===== config.mk =====
export PLATFORM = sky130hd
export DESIGN_NAME = vcmsr_bank
export DESIGN_NICKNAME = d
export VERILOG_FILES = /design/src/core/vcmsr_pkg.sv /design/src/core/vcmsr_bank.sv
export SDC_FILE = /design/constraint.sdc
export NUM_CORES = 1
export LEC_CHECK = 0
export ABC_AREA = 1
export ABC_CLOCK_PERIOD_IN_PS = 1860
export CORE_AREA = 5 5 309 311
export DETAILED_ROUTE_END_ITERATION = 7
export DIE_AREA = 0 0 314 316
export DONT_BUFFER_PORTS = 1
export PLACE_DENSITY = 0.33
export SETUP_SLACK_MARGIN = 0.5
export SLEW_MARGIN = 20
export SYNTH_ARGS = -nofsm -noshare
export SYNTH_HDL_FRONTEND = slang
export SYNTH_SLANG_ARGS = --single-unit
export TNS_END_PERCENT = 100

===== constraint.sdc =====
create_clock -name ref_clk_i -period 1.86 [get_ports ref_clk_i]
set_input_delay 0.279 -clock ref_clk_i [delete_from_list [all_inputs] [get_ports ref_clk_i]]
set_output_delay 0.279 -clock ref_clk_i [all_outputs]
set_load 0.05 [all_outputs]

===== src/core/vcmsr_pkg.sv =====
package vcmsr_pkg;

	// Register indices as printed; byte address is four times the index
	localparam logic [11:0] IDX_EXT_FEATURE_ENABLE  = 12'h080;
	localparam logic [11:0] IDX_PRIMARY_EXEC_CAP    = 12'h482;
	localparam logic [11:0] IDX_EXIT_CTL_CAP        = 12'h483;
	localparam logic [11:0] IDX_ENTRY_CTL_CAP       = 12'h484;
	localparam logic [11:0] IDX_MISC_VIRT_CAP       = 12'h485;
	localparam logic [11:0] IDX_CTRL0_FIXED_ZERO    = 12'h486;
	localparam logic [11:0] IDX_CTRL0_FIXED_ONE     = 12'h487;
	localparam logic [11:0] IDX_CTRL4_FIXED_ZERO    = 12'h488;
	localparam logic [11:0] IDX_CTRL4_FIXED_ONE     = 12'h489;
	localparam logic [11:0] IDX_GUEST_FIELD_ENUM    = 12'h48a;
	localparam logic [11:0] IDX_SECONDARY_EXEC_CAP  = 12'h48b;
	localparam logic [11:0] IDX_DEBUG_STORE_BASE    = 12'h600;

	// Window select: each 64-bit register is two 32-bit words
	localparam logic [15:0] HALF_SELECT_OFFSET      = 16'h2000;
	localparam int          HALF_SELECT_BIT         = 13;

	localparam int          EXEC_DISABLE_BIT        = 11;
	localparam int          VIRT_FEATURE_BIT        = 9;
	localparam int          SECONDARY_PRESENT_BIT   = 63;
	localparam logic [31:0] DS_BASE_RESET           = 32'h0000_0000;
	localparam logic        EXEC_DISABLE_RESET      = 1'b0;
	localparam logic [31:0] UNMAPPED_READ_VALUE     = 32'h0000_0000;

	typedef struct packed {
		logic [63:0] primary_exec;
		logic [63:0] exit_ctl;
		logic [63:0] entry_ctl;
		logic [63:0] misc_virt;
		logic [63:0] ctrl0_fixed_zero;
		logic [63:0] ctrl0_fixed_one;
		logic [63:0] ctrl4_fixed_zero;
		logic [63:0] ctrl4_fixed_one;
		logic [63:0] guest_field_enum;
		logic [63:0] secondary_exec;
	} vcmsr_caps_type;

	typedef struct packed {
		logic        psel;
		logic        penable;
		logic        pwrite;
		logic [15:0] paddr;
		logic [31:0] pwdata;
	} vcmsr_apb_req_type;

endpackage : vcmsr_pkg


===== src/core/vcmsr_bank.sv =====
`timescale 1ns/1ns
// Behaviour
// - Read-only primary execution control capability at index 482H.
// - Read-only exit control capability at index 483H.
// - Read-only entry control capability at index 484H.
// - Read-only miscellaneous virtualization capability at index 485H.
// - Read-only control register zero fixed-to-0 report at 486H.
// - Read-only control register zero fixed-to-1 report at 487H.
// - Read-only control register four fixed-to-0 report at 488H.
// - Read-only control register four fixed-to-1 report at 489H.
// - Read-only guest control structure field enumeration at 48AH.
// - Read-only secondary execution control capability at 48BH.
// - Virtualization registers exist only when identification feature bit 9 set.
// - Secondary capability exists only when primary capability bit 63 set.
// - Debug-store base read/write; bits 31:0 address, 63:32 reserved zero.
// - Extended feature enable: bit 11 execute-disable, other bits reserved.
module vcmsr_bank
	import vcmsr_pkg::*;
(
	input  wire logic              ref_clk_i,
	input  wire logic              reset_n_i,
	input  wire vcmsr_apb_req_type apb_req_i,
	input  wire logic [31:0]       ident_feature_ecx_i,
	input  wire vcmsr_caps_type    caps_i,
	output logic                   pready_o,
	output logic                   pslverr_o,
	output logic [31:0]            prdata_o,
	output logic                   exec_disable_en_o,
	output logic [31:0]            ds_area_base_o
);

	////////////////////////////////////////////////////////////////////////////////
	// One-hot phases so that a corrupted code falls to the default arm
	typedef enum logic [2:0] {
		PHASE_IDLE   = 3'b001,
		PHASE_SETUP  = 3'b010,
		PHASE_ACCESS = 3'b100
	} vcmsr_phase_type;

	// One-hot answer class picked in the setup cycle
	typedef enum logic [2:0] {
		RESP_OKAY      = 3'b001,
		RESP_ABSENT    = 3'b010,
		RESP_READ_ONLY = 3'b100
	} vcmsr_resp_type;

	// What the setup cycle learned; the access phase acts on this copy
	typedef struct packed {
		logic [11:0] idx;
		logic        upper;
		logic        present;
		logic        writable;
		logic        write;
	} vcmsr_capture_type;

	////////////////////////////////////////////////////////////////////////////////
	logic [31:0] ds_base_reg;
	logic [31:0] ds_base_next;
	logic        nxe_reg;
	logic        nxe_next;
	logic [31:0] rdata_reg;
	logic [31:0] rdata_next;
	vcmsr_resp_type    resp_reg;
	vcmsr_resp_type    resp_next;
	vcmsr_resp_type    resp_now;
	vcmsr_phase_type   phase_reg;
	vcmsr_phase_type   phase_next;
	vcmsr_capture_type cap_reg;
	vcmsr_capture_type cap_next;
	logic        virt_on;
	logic        sec_on;
	logic [11:0] idx;
	logic        hi;
	logic [63:0] word64;
	logic        hit;
	logic        writable;
	logic        xfer;
	logic        setup_cyc;
	logic        access_ok;
	logic        store_we;
	logic        ds_we;
	logic        nxe_we;

	// Split a 64-bit register into the addressed word
	function automatic logic [31:0] half_of(input logic [63:0] v, input logic upper);
		half_of = upper ? v[63:32] : v[31:0];
	endfunction : half_of

	// Refusals: absent index first, then a write to a read-only one
	function automatic vcmsr_resp_type classify(input logic present, input logic wr, input logic can_write);
		if (!present) begin
			classify = RESP_ABSENT;
		end else if (wr && !can_write) begin
			classify = RESP_READ_ONLY;
		end else begin
			classify = RESP_OKAY;
		end
	endfunction : classify

	// Bit 13 picks the word, so the index stops below it
	assign idx     = {1'b0, apb_req_i.paddr[HALF_SELECT_BIT - 1:2]};
	assign hi      = apb_req_i.paddr[HALF_SELECT_BIT];
	assign virt_on = ident_feature_ecx_i[VIRT_FEATURE_BIT];
	assign sec_on  = virt_on && caps_i.primary_exec[SECONDARY_PRESENT_BIT];
	assign xfer    = apb_req_i.psel && apb_req_i.penable;
	assign setup_cyc = apb_req_i.psel && !apb_req_i.penable;

	////////////////////////////////////////////////////////////////////////////////
	// Index decode; absent registers answer with an error like a fault
	always_comb begin
		word64   = 64'h0;
		hit      = 1'b0;
		writable = 1'b0;
		unique case (idx)
			IDX_PRIMARY_EXEC_CAP: begin
				word64 = caps_i.primary_exec;
				hit    = virt_on;
			end
			IDX_EXIT_CTL_CAP: begin
				word64 = caps_i.exit_ctl;
				hit    = virt_on;
			end
			IDX_ENTRY_CTL_CAP: begin
				word64 = caps_i.entry_ctl;
				hit    = virt_on;
			end
			IDX_MISC_VIRT_CAP: begin
				word64 = caps_i.misc_virt;
				hit    = virt_on;
			end
			IDX_CTRL0_FIXED_ZERO: begin
				word64 = caps_i.ctrl0_fixed_zero;
				hit    = virt_on;
			end
			IDX_CTRL0_FIXED_ONE: begin
				word64 = caps_i.ctrl0_fixed_one;
				hit    = virt_on;
			end
			IDX_CTRL4_FIXED_ZERO: begin
				word64 = caps_i.ctrl4_fixed_zero;
				hit    = virt_on;
			end
			IDX_CTRL4_FIXED_ONE: begin
				word64 = caps_i.ctrl4_fixed_one;
				hit    = virt_on;
			end
			IDX_GUEST_FIELD_ENUM: begin
				word64 = caps_i.guest_field_enum;
				hit    = virt_on;
			end
			IDX_SECONDARY_EXEC_CAP: begin
				word64 = caps_i.secondary_exec;
				hit    = sec_on;
			end
			IDX_DEBUG_STORE_BASE: begin
				word64   = {32'h0, ds_base_reg};
				hit      = 1'b1;
				writable = 1'b1;
			end
			IDX_EXT_FEATURE_ENABLE: begin
				word64   = {52'h0, nxe_reg, 11'h0};
				hit      = 1'b1;
				writable = 1'b1;
			end
			default: begin
				word64 = 64'h0;
			end
		endcase
	end

	////////////////////////////////////////////////////////////////////////////////
	// Setup cycle latches the answer so the access phase always ends in one cycle
	assign resp_now = classify(hit, apb_req_i.pwrite, writable);

	always_comb begin
		cap_next   = cap_reg;
		rdata_next = rdata_reg;
		resp_next  = resp_reg;
		if (setup_cyc) begin
			cap_next.idx      = idx;
			cap_next.upper    = hi;
			cap_next.present  = hit;
			cap_next.writable = writable;
			cap_next.write    = apb_req_i.pwrite;
			rdata_next        = hit ? half_of(word64, hi) : UNMAPPED_READ_VALUE;
			resp_next         = resp_now;
		end
	end

	always_ff @(posedge ref_clk_i or negedge reset_n_i) begin
		if (!reset_n_i) begin
			cap_reg   <= '0;
			rdata_reg <= UNMAPPED_READ_VALUE;
			resp_reg  <= RESP_OKAY;
		end else begin
			cap_reg   <= cap_next;
			rdata_reg <= rdata_next;
			resp_reg  <= resp_next;
		end
	end

	////////////////////////////////////////////////////////////////////////////////
	// Phase tracker; an access phase with no setup before it writes nothing
	always_comb begin
		phase_next = phase_reg;
		unique case (phase_reg)
			PHASE_IDLE: begin
				if (setup_cyc) begin
					phase_next = PHASE_SETUP;
				end
			end
			PHASE_SETUP: begin
				if (xfer) begin
					phase_next = PHASE_ACCESS;
				end else if (setup_cyc) begin
					phase_next = PHASE_SETUP;
				end else begin
					phase_next = PHASE_IDLE;
				end
			end
			PHASE_ACCESS: begin
				// No wait states, so the access always ends at its first edge
				if (setup_cyc) begin
					phase_next = PHASE_SETUP;
				end else begin
					phase_next = PHASE_IDLE;
				end
			end
			default: begin
				phase_next = PHASE_IDLE;
			end
		endcase
	end

	always_ff @(posedge ref_clk_i or negedge reset_n_i) begin
		if (!reset_n_i) begin
			phase_reg <= PHASE_IDLE;
		end else begin
			phase_reg <= phase_next;
		end
	end

	////////////////////////////////////////////////////////////////////////////////
	// Writes act on the captured index, so a drifting address cannot retarget them
	assign access_ok = xfer && (phase_reg == PHASE_SETUP);
	assign store_we  = access_ok && cap_reg.write && cap_reg.present && cap_reg.writable && !cap_reg.upper;
	assign ds_we     = store_we && (cap_reg.idx == IDX_DEBUG_STORE_BASE);
	assign nxe_we    = store_we && (cap_reg.idx == IDX_EXT_FEATURE_ENABLE);

	always_comb begin
		ds_base_next = ds_base_reg;
		nxe_next     = nxe_reg;
		// Upper words are reserved; writes there change nothing
		if (ds_we) begin
			ds_base_next = apb_req_i.pwdata;
		end
		if (nxe_we) begin
			nxe_next = apb_req_i.pwdata[EXEC_DISABLE_BIT];
		end
	end

	// Per-instance state only; a multi-core chip places one bank per core
	always_ff @(posedge ref_clk_i or negedge reset_n_i) begin
		if (!reset_n_i) begin
			ds_base_reg <= DS_BASE_RESET;
			nxe_reg     <= EXEC_DISABLE_RESET;
		end else begin
			ds_base_reg <= ds_base_next;
			nxe_reg     <= nxe_next;
		end
	end

	assign pready_o          = 1'b1;
	assign pslverr_o         = xfer && (resp_reg != RESP_OKAY);
	assign prdata_o          = rdata_reg;
	assign exec_disable_en_o = nxe_reg;
	assign ds_area_base_o    = ds_base_reg;

endmodule : vcmsr_bank


==> results.yml, run 1 <==
cells_and_area:
  area_delta_synth_final_pct: 83.71
  drive_gt1_share_pct: 41.10
  layout.nets: 2832
  fin_cells: 3315
  fin_area_um2: 17950
timing:
  setup_violations: 0
  skew_ns: 0.02727
  rsz0062_at_grt: "true"
  post-route-min-period_ns: 1.643
  hold_slack_ns: -0.4327
  finalHoldViolCount: 86
  drv_slew: 0
  setup_ws_ns: 0.2167
  max_freq_mhz: 608.5
  finalCritPeriodShare_pct: 88.35
  setup_tns_ns: 0
floorplanning:
  placement_rows: 112
  dieArea_um2: 99220
  die_h_um: 316
  io_pins: 792
  start_util_pct: 10.56
  core_um2: 92490
  die_x_um: 314
clock_network:
  cts.sinks: 86
  holdBufCountCts: 20
  cts_tree: "done"
  clk_latency_ns: 0.40
  clockBufferDepth: 2
  cts-root-buf: "clkbuf_16"
  cts_made_buffers: 9
  cts_max_level: 3
  path_clk_slew_ns: 0.11
yosys:
  synth_edf_count: 0
  ys.flop_type: "dfrtp_1"
  syn_avg_cell_area_um2: 5.383
  synth_seq_cells: 86
  syn_nets: 2540
  synth_area_um2: 9769
  syn_inst: 1815
  yosys_warnings: 0
  ys_types: 28
  ys_seq_area_share_pct: 22.05
  async_reset_ff_share_pct: 100.0
min_path:
  hold_path_class: "in -> async"
place:
  place_hpwl_um: 82780
  place.port_buffers: 0
  dpl.cell_count: 3179
  place_congestion: 0.8697
  pre_cts_slack_ns: -0.5688
  place_area_um2: 14170
run_status:
  status: "finished, violations left"
  violations: "negative hold slack"
routing:
  wire_per_inst_um: 30.56
  drt_first_pass_iters: 5
  dr_total_vias: 13688
  vias_per_cell: 4.129
  postRouteAntennaNets: 0
  drt_iter0_markers: 869
  drt-total-wl_um: 101300
  drc: 0
worst_setup_path:
  crit_fanout: 32
  cp-end-kind: "flip-flop"
  cp-start-kind: "flip-flop"
  worstPathCellList: "nor3_4, and3_4, nand3_4, buf_16, mux2_2"
  cp_top_family: "flip-flops"
  cp_slowest_cell: "dfstp_2"
  worstPathRequired_ns: 2.14
  critPathKind: "reg -> reg"
  critical-path-max-stage-delay_ns: 0.57
  arrival_ns: 1.92
  worst-path-buf-inv: 1
global_route:
  grt_max_degree: 87
  grt_pass1_vias: 14061
  grt_use_total_pct: 19.29
  antenna_found_initial: 14
  gr-usage-met3_pct: 4.844
  grt_overflow: 0
  grt_first_pass_wirelength_um: 128900
  grtUsageMet1_pct: 22.48
  use_met2_pct: 35.95
  top_usage_layer: "met2"
power_and_ir_drop:
  power_density_nw_per_um2: 280.4
  p_leak_nw: 8.424
  ir_drop_mv: 0.3475
job:
  cap_viol_max_count: 0
-- worst register-to-register path, stage by stage, from the launching register on --
cell and delay (ns):
dfstp_2 0.57, nor3_4 0.05, and3_4 0.18, nand3_4 0.07, buf_16 0.23, mux2_2 0.44
-- kinds of logic after synthesis --
logic type / synth area share [%]
AO/OA/AOI/OAI: 1.575
buffers and inverters: 9.759
flip-flops: 22.05
multiplexers: 3.688
other: 0.03839
AND/OR/NAND/NOR: 62.88
-- synth_stat cells (2+ instances only) --
master / instances / share of area [%]
buf_1: 2 / 0.077
mux2_2: 2 / 0.23
nand3_1: 417 / 21
nor2_1: 248 / 9.5
nor2_4: 6 / 0.69
inv_1: 72 / 2.8
nor3_1: 3 / 0.15
nor2_2: 10 / 0.64
buf_4: 39 / 3.0
nand2_2: 3 / 0.19
buf_2: 39 / 2.0
dfrtp_1: 84 / 22
clkbuf_1: 33 / 1.3
nand2_1: 778 / 30
mux2_1: 30 / 3.5
dfstp_2: 2 / 0.54
a21oi_1: 2 / 0.10
inv_2: 7 / 0.27
o21ai_0: 27 / 1.4
buf_6: 3 / 0.35
-- layout make-up --
cell class                 instances  area [um^2]
antenna                            6        15.01
clock inverter                     7        78.83
fill                           10637        74540
multi-input combinational       1533         8781
timing repair buffer             397         4766
clock buffer                       9        225.2
sequential                        86         2195
tap                             1197         1498
inverter                          80        389.1
-- cell usage in the layout (no fill, tap or decap), types with 6 or more instances in the layout --
master	synthesis	layout
buf_8	0	16
nor2_4	6	51
dfrtp_2	0	29
nand2_8	0	6
dfrtp_1	84	54
mux2_4	0	20
buf_6	3	69
dlygate4sd3_1	0	20
inv_2	7	10
nand3_1	417	232
nor2_1	248	161
buf_4	39	199
nand2_4	1	25
clkbuf_16	0	11
inv_1	72	60
buf_12	0	70
nand3_4	0	21
mux2_1	30	10
o21ai_0	27	18
diode_2	0	6
nand2_2	3	71
buf_16	0	16
nor2_2	10	52
nand2_1	778	680
nand3_2	1	165
-- report_power, final --
group	total [mW]	switching [mW]	internal (mW)	leakage, nW
Combinational	0.921	0.543	0.378	7.16
Clock	2.17	1.21	0.962	0.148
Sequential	1.94	0.0290	1.91	1.11
-- worst paths after layout --
kind	startpoint	endpoint	slack [ns]	depth (start not counted)
worst max-delay path	phase_reg[0]	ds_area_base_o[22]	0.22	5
worst min-delay path	reset_n_i	ds_area_base_o[13]	-0.43	0
worst max register to register	phase_reg[0]	ds_area_base_o[22]	0.22	5
worst min register to register	cap_reg[1]	cap_reg[1]	0.49	2
max in group asynchronous	reset_n_i	resp_reg[0]	2.02	0
min in group ref_clk_i	apb_req_i[5]	ds_area_base_o[5]	0.04	1
-- per-layer routing --
metal  part of all wire, %  up-vias
li1                      -     6380
met4                   1.8       12
met2                    53      638
met3                   6.5       84
met1                    39     6574
met5                 0.079        -
-- repair_timing --
item / 4_1_cts / 5_1_grt
gates resized for setup: 369 / 172
pin swaps: 89 / 115
setup endpoints to repair: 102 / 73
hold endpoints to repair: 107 / 86
setup buffers: 62 / 14
gates cloned: 16 / 2
-- stage by stage --
stage / total power [mW] / hold WS (ns) / util (%)
6_report: 5.032 / -0.4327 / 19.40
5_1_grt: 5.287 / -0.4702 / 19.39
4_1_cts: 5.172 / -0.4759 / 18.45
3_5_place_dp: 2.737 / -0.01382 / 15.32
3_3_place_gp: 2.739 / -0.01413 / 15.32
2_1_floorplan: 2.321 / -0.01659 / -
Power figures use the tool's default switching activity.
==> run 2, diff against run 1 <==
ABC_AREA = default   (was 1)
CORE_AREA = 5 5 302 304   (was 5 5 309 311)
DIE_AREA = 0 0 307 309   (was 0 0 314 316)
==> run 2 against run 1 <==
  * The run ends with negative hold slack, negative setup slack left
  * Largest power group unchanged
  * Clock-buffer cell count stayed put
  * Combinational power up 100%
  * Critical path depth is 2 higher
  * Cell area is 13% lower
  * Via count shrank 15%
  * Largest cell class unchanged
  * Fmax down 18%
  * Clock skew down 0.0064 ns
  * Sequential share of layout area up 1.9 points
  * Worst hold slack improved by 0.0078 ns
  * Die area decreased by 4.4%
  * Register-to-register slack got worse by 0.37 ns
==> results.yml, run 2 <==
timing:
  worst_slew_pin_slew_ns: 0.8331
  finalHoldViolCount: 86
  setup_tns_ns: -3.818
  hold_slack_ns: -0.4249
  setup_ws_ns: -0.1485
  maxSlewHeadroom_pct: 44.46
  skew_ns: 0.02086
  setup_violations: 33
  max_freq_mhz: 497.9
  finalCritPeriodShare_pct: 108.0
  drv_slew: 0
  post-route-min-period_ns: 2.008
  rsz0062_at_grt: "true"
power_and_ir_drop:
  p_leak_nw: 6.092
  power_density_nw_per_um2: 371.3
  p_total_mw: 5.790
  ir_drop_mv: 0.3467
yosys:
  yosysTopAreaCell: "dfrtp_1"
  synth_seq_cells: 86
  syn_inst: 1051
  synth.top_cell.area_share_pct: 22.60
  synthTopCellsByArea: "dfrtp_1 23%, mux2i_1 12%, mux4_2 12%"
  ys_seq_area_share_pct: 23.16
  synth_area_um2: 9301
  async_reset_ff_share_pct: 100.0
  syn_avg_cell_area_um2: 8.850
  synth_common_cells: "135 x nand2_1, 111 x mux2i_1, 84 x dfrtp_1, 72 x a22oi_1, 59 x a21oi_1"
  syn_nets: 1776
  yosys_warnings: 0
  yosysMostFrequentCell: "nand2_1"
  synth_edf_count: 0
  ys.flop_type: "dfrtp_1"
  ys_types: 71
cells_and_area:
  fin_area_um2: 15590
  drive_gt1_share_pct: 50.15
  layout.nets: 2066
  area_delta_synth_final_pct: 67.64
  final_common_cell: "buf_4"
  nFillCells: 9833
  final_util_pct: 17.73
  final_cell_mix: "248 x buf_4, 119 x nand2_1, 111 x mux2i_1"
worst_setup_path:
  timing.critical_path.mode_cell: "buf_12"
  critical-path-max-stage-delay_ns: 0.40
  arrival_ns: 2.27
  cp-end-kind: "flip-flop"
  worstPathRequired_ns: 2.12
  cp_slowest_cell: "dfrtp_1"
  worstPathCellList: "nor4b_2, nand4_1, buf_4, nor3_4, buf_12, buf_12, mux2_4"
  reg2reg_depth: 7
  crit_fanout: 7
  critPathKind: "reg -> reg"
  cp-start-kind: "flip-flop"
global_route:
  grt_overflow: 0
  grt_use_total_pct: 21.37
  grt_first_pass_wirelength_um: 132600
  grt_max_degree: 171
  grt_pass1_vias: 11939
  antenna_found_initial: 71
clock_network:
  path_clk_slew_ns: 0.09
  cts.sinks: 86
  holdBufCountCts: 17
  cts_made_buffers: 9
  cts-root-buf: "clkbuf_16"
  clockBufferDepth: 2
  clk_latency_ns: 0.40
  cts_max_level: 3
  cts_tree: "done"
routing:
  drt_iter0_markers: 998
  postRouteAntennaNets: 0
  drc: 0
  dr_total_vias: 11638
  drt_first_pass_iters: 5
  wire_per_inst_um: 42.76
  vias_per_cell: 4.618
  drt-total-wl_um: 107800
run_status:
  violations: "negative hold slack, negative setup slack"
  status: "finished, violations left"
place:
  pre_cts_slack_ns: -0.5259
  place_congestion: 0.8559
  place_hpwl_um: 92080
  place.port_buffers: 0
  place_area_um2: 13050
floorplanning:
  dieArea_um2: 94860
  start_util_pct: 10.57
  io_pins: 792
  die_h_um: 309
  core_um2: 87970
  placement_rows: 109
  die_x_um: 307
min_path:
  hold_path_class: "in -> async"
job:
  cap_viol_max_count: 0
## run 2: cell types whose count changed after synthesis, sizes merged, moves of 30 or more
cell	change
nand3	-391
a221oi	+30
mux2i	+111
a22oi	+72
nand2	-647
o22ai	+37
nor2	-221
inv	-76
a21oi	+57
mux4	+48
## run 2: worst paths after layout
| path | from | to | slack (ns) |
|---|---|---|---|
| worst max-delay path | cap_reg[6] | ds_area_base_o[3] | -0.15 |
| worst min-delay path | reset_n_i | ds_area_base_o[24] | -0.42 |
| worst max register to register | cap_reg[6] | ds_area_base_o[3] | -0.15 |
| worst min register to register | resp_reg[0] | resp_reg[0] | 0.48 |
| max in group asynchronous | reset_n_i | phase_reg[0] | 1.97 |
| min in group ref_clk_i | apb_req_i[29] | ds_area_base_o[29] | 0.04 |
## run 2: critical path: cells and delay by family (launching register included)
family	cells	cell delay [ns]
and+or+nand+nor	3	0.63
muxes	1	0.30
buffers and inverters	3	0.52
DFF	1	0.40
## run 2: per-layer routing
| layer | wire (um) | part of all wire (%) | track usage, % | vias to the layer above |
|---|---|---|---|---|
| li1 | - | - | - | 4789 |
| met4 | 1534 | 1.4 | 2.659 | 64 |
| met2 | 48840 | 45 | 34.52 | 723 |
| met5 | 432 | 0.40 | 0 | - |
| met1 | 44840 | 42 | 27.31 | 5905 |
| met3 | 12120 | 11 | 9.441 | 157 |
## run 2: stage by stage
stage | hold WS (ns) | cells
floorplan | -0.01659 | 1051
detailed placement | -0.01212 | 2410
finish | -0.4249 | 2520
CTS | -0.4581 | 2492
global placement | -0.01259 | 2410
global route | -0.4510 | 2511
## run 2: cell type report
cell class / count / area, um^2 / share of cell area (%)
Clock inverter: 7 / 75.07 / 0.4815
Multi-Input combinational cell: 855 / 7771 / 49.84
Antenna cell: 9 / 22.52 / 0.1444
Clock buffer: 9 / 225.2 / 1.444
Inverter: 4 / 15.01 / 0.09629
Timing Repair Buffer: 385 / 3830 / 24.56
Tap cell: 1165 / 1458 / 9.348
Sequential cell: 86 / 2196 / 14.08
## run 2: where the power goes
group	switching, mW	internal [mW]	leakage (nW)
Combinational	0.984	0.864	4.83
Sequential	0.0352	1.91	1.11
Clock	1.04	0.955	0.145
## run 2: cells by family after synthesis
kind of cell	synth area share, %
multiplexers	28.89
other	0.04032
flip-flops	23.16
AND/OR/NAND/NOR	14.84
XOR/XNOR	0.09418
AO/OA/AOI/OAI	27.28
buffers and inverters	5.690
## run 2: timing repair
| action | in CTS | in global routing |
|---|---|---|
| buffers inserted | 43 | 16 |
| setup endpoints to repair | 109 | 75 |
| pin swaps | 78 | 59 |
| cloned | 6 | 3 |
| resized for setup | 204 | 126 |
| endpoints found under the hold margin | 104 | 86 |
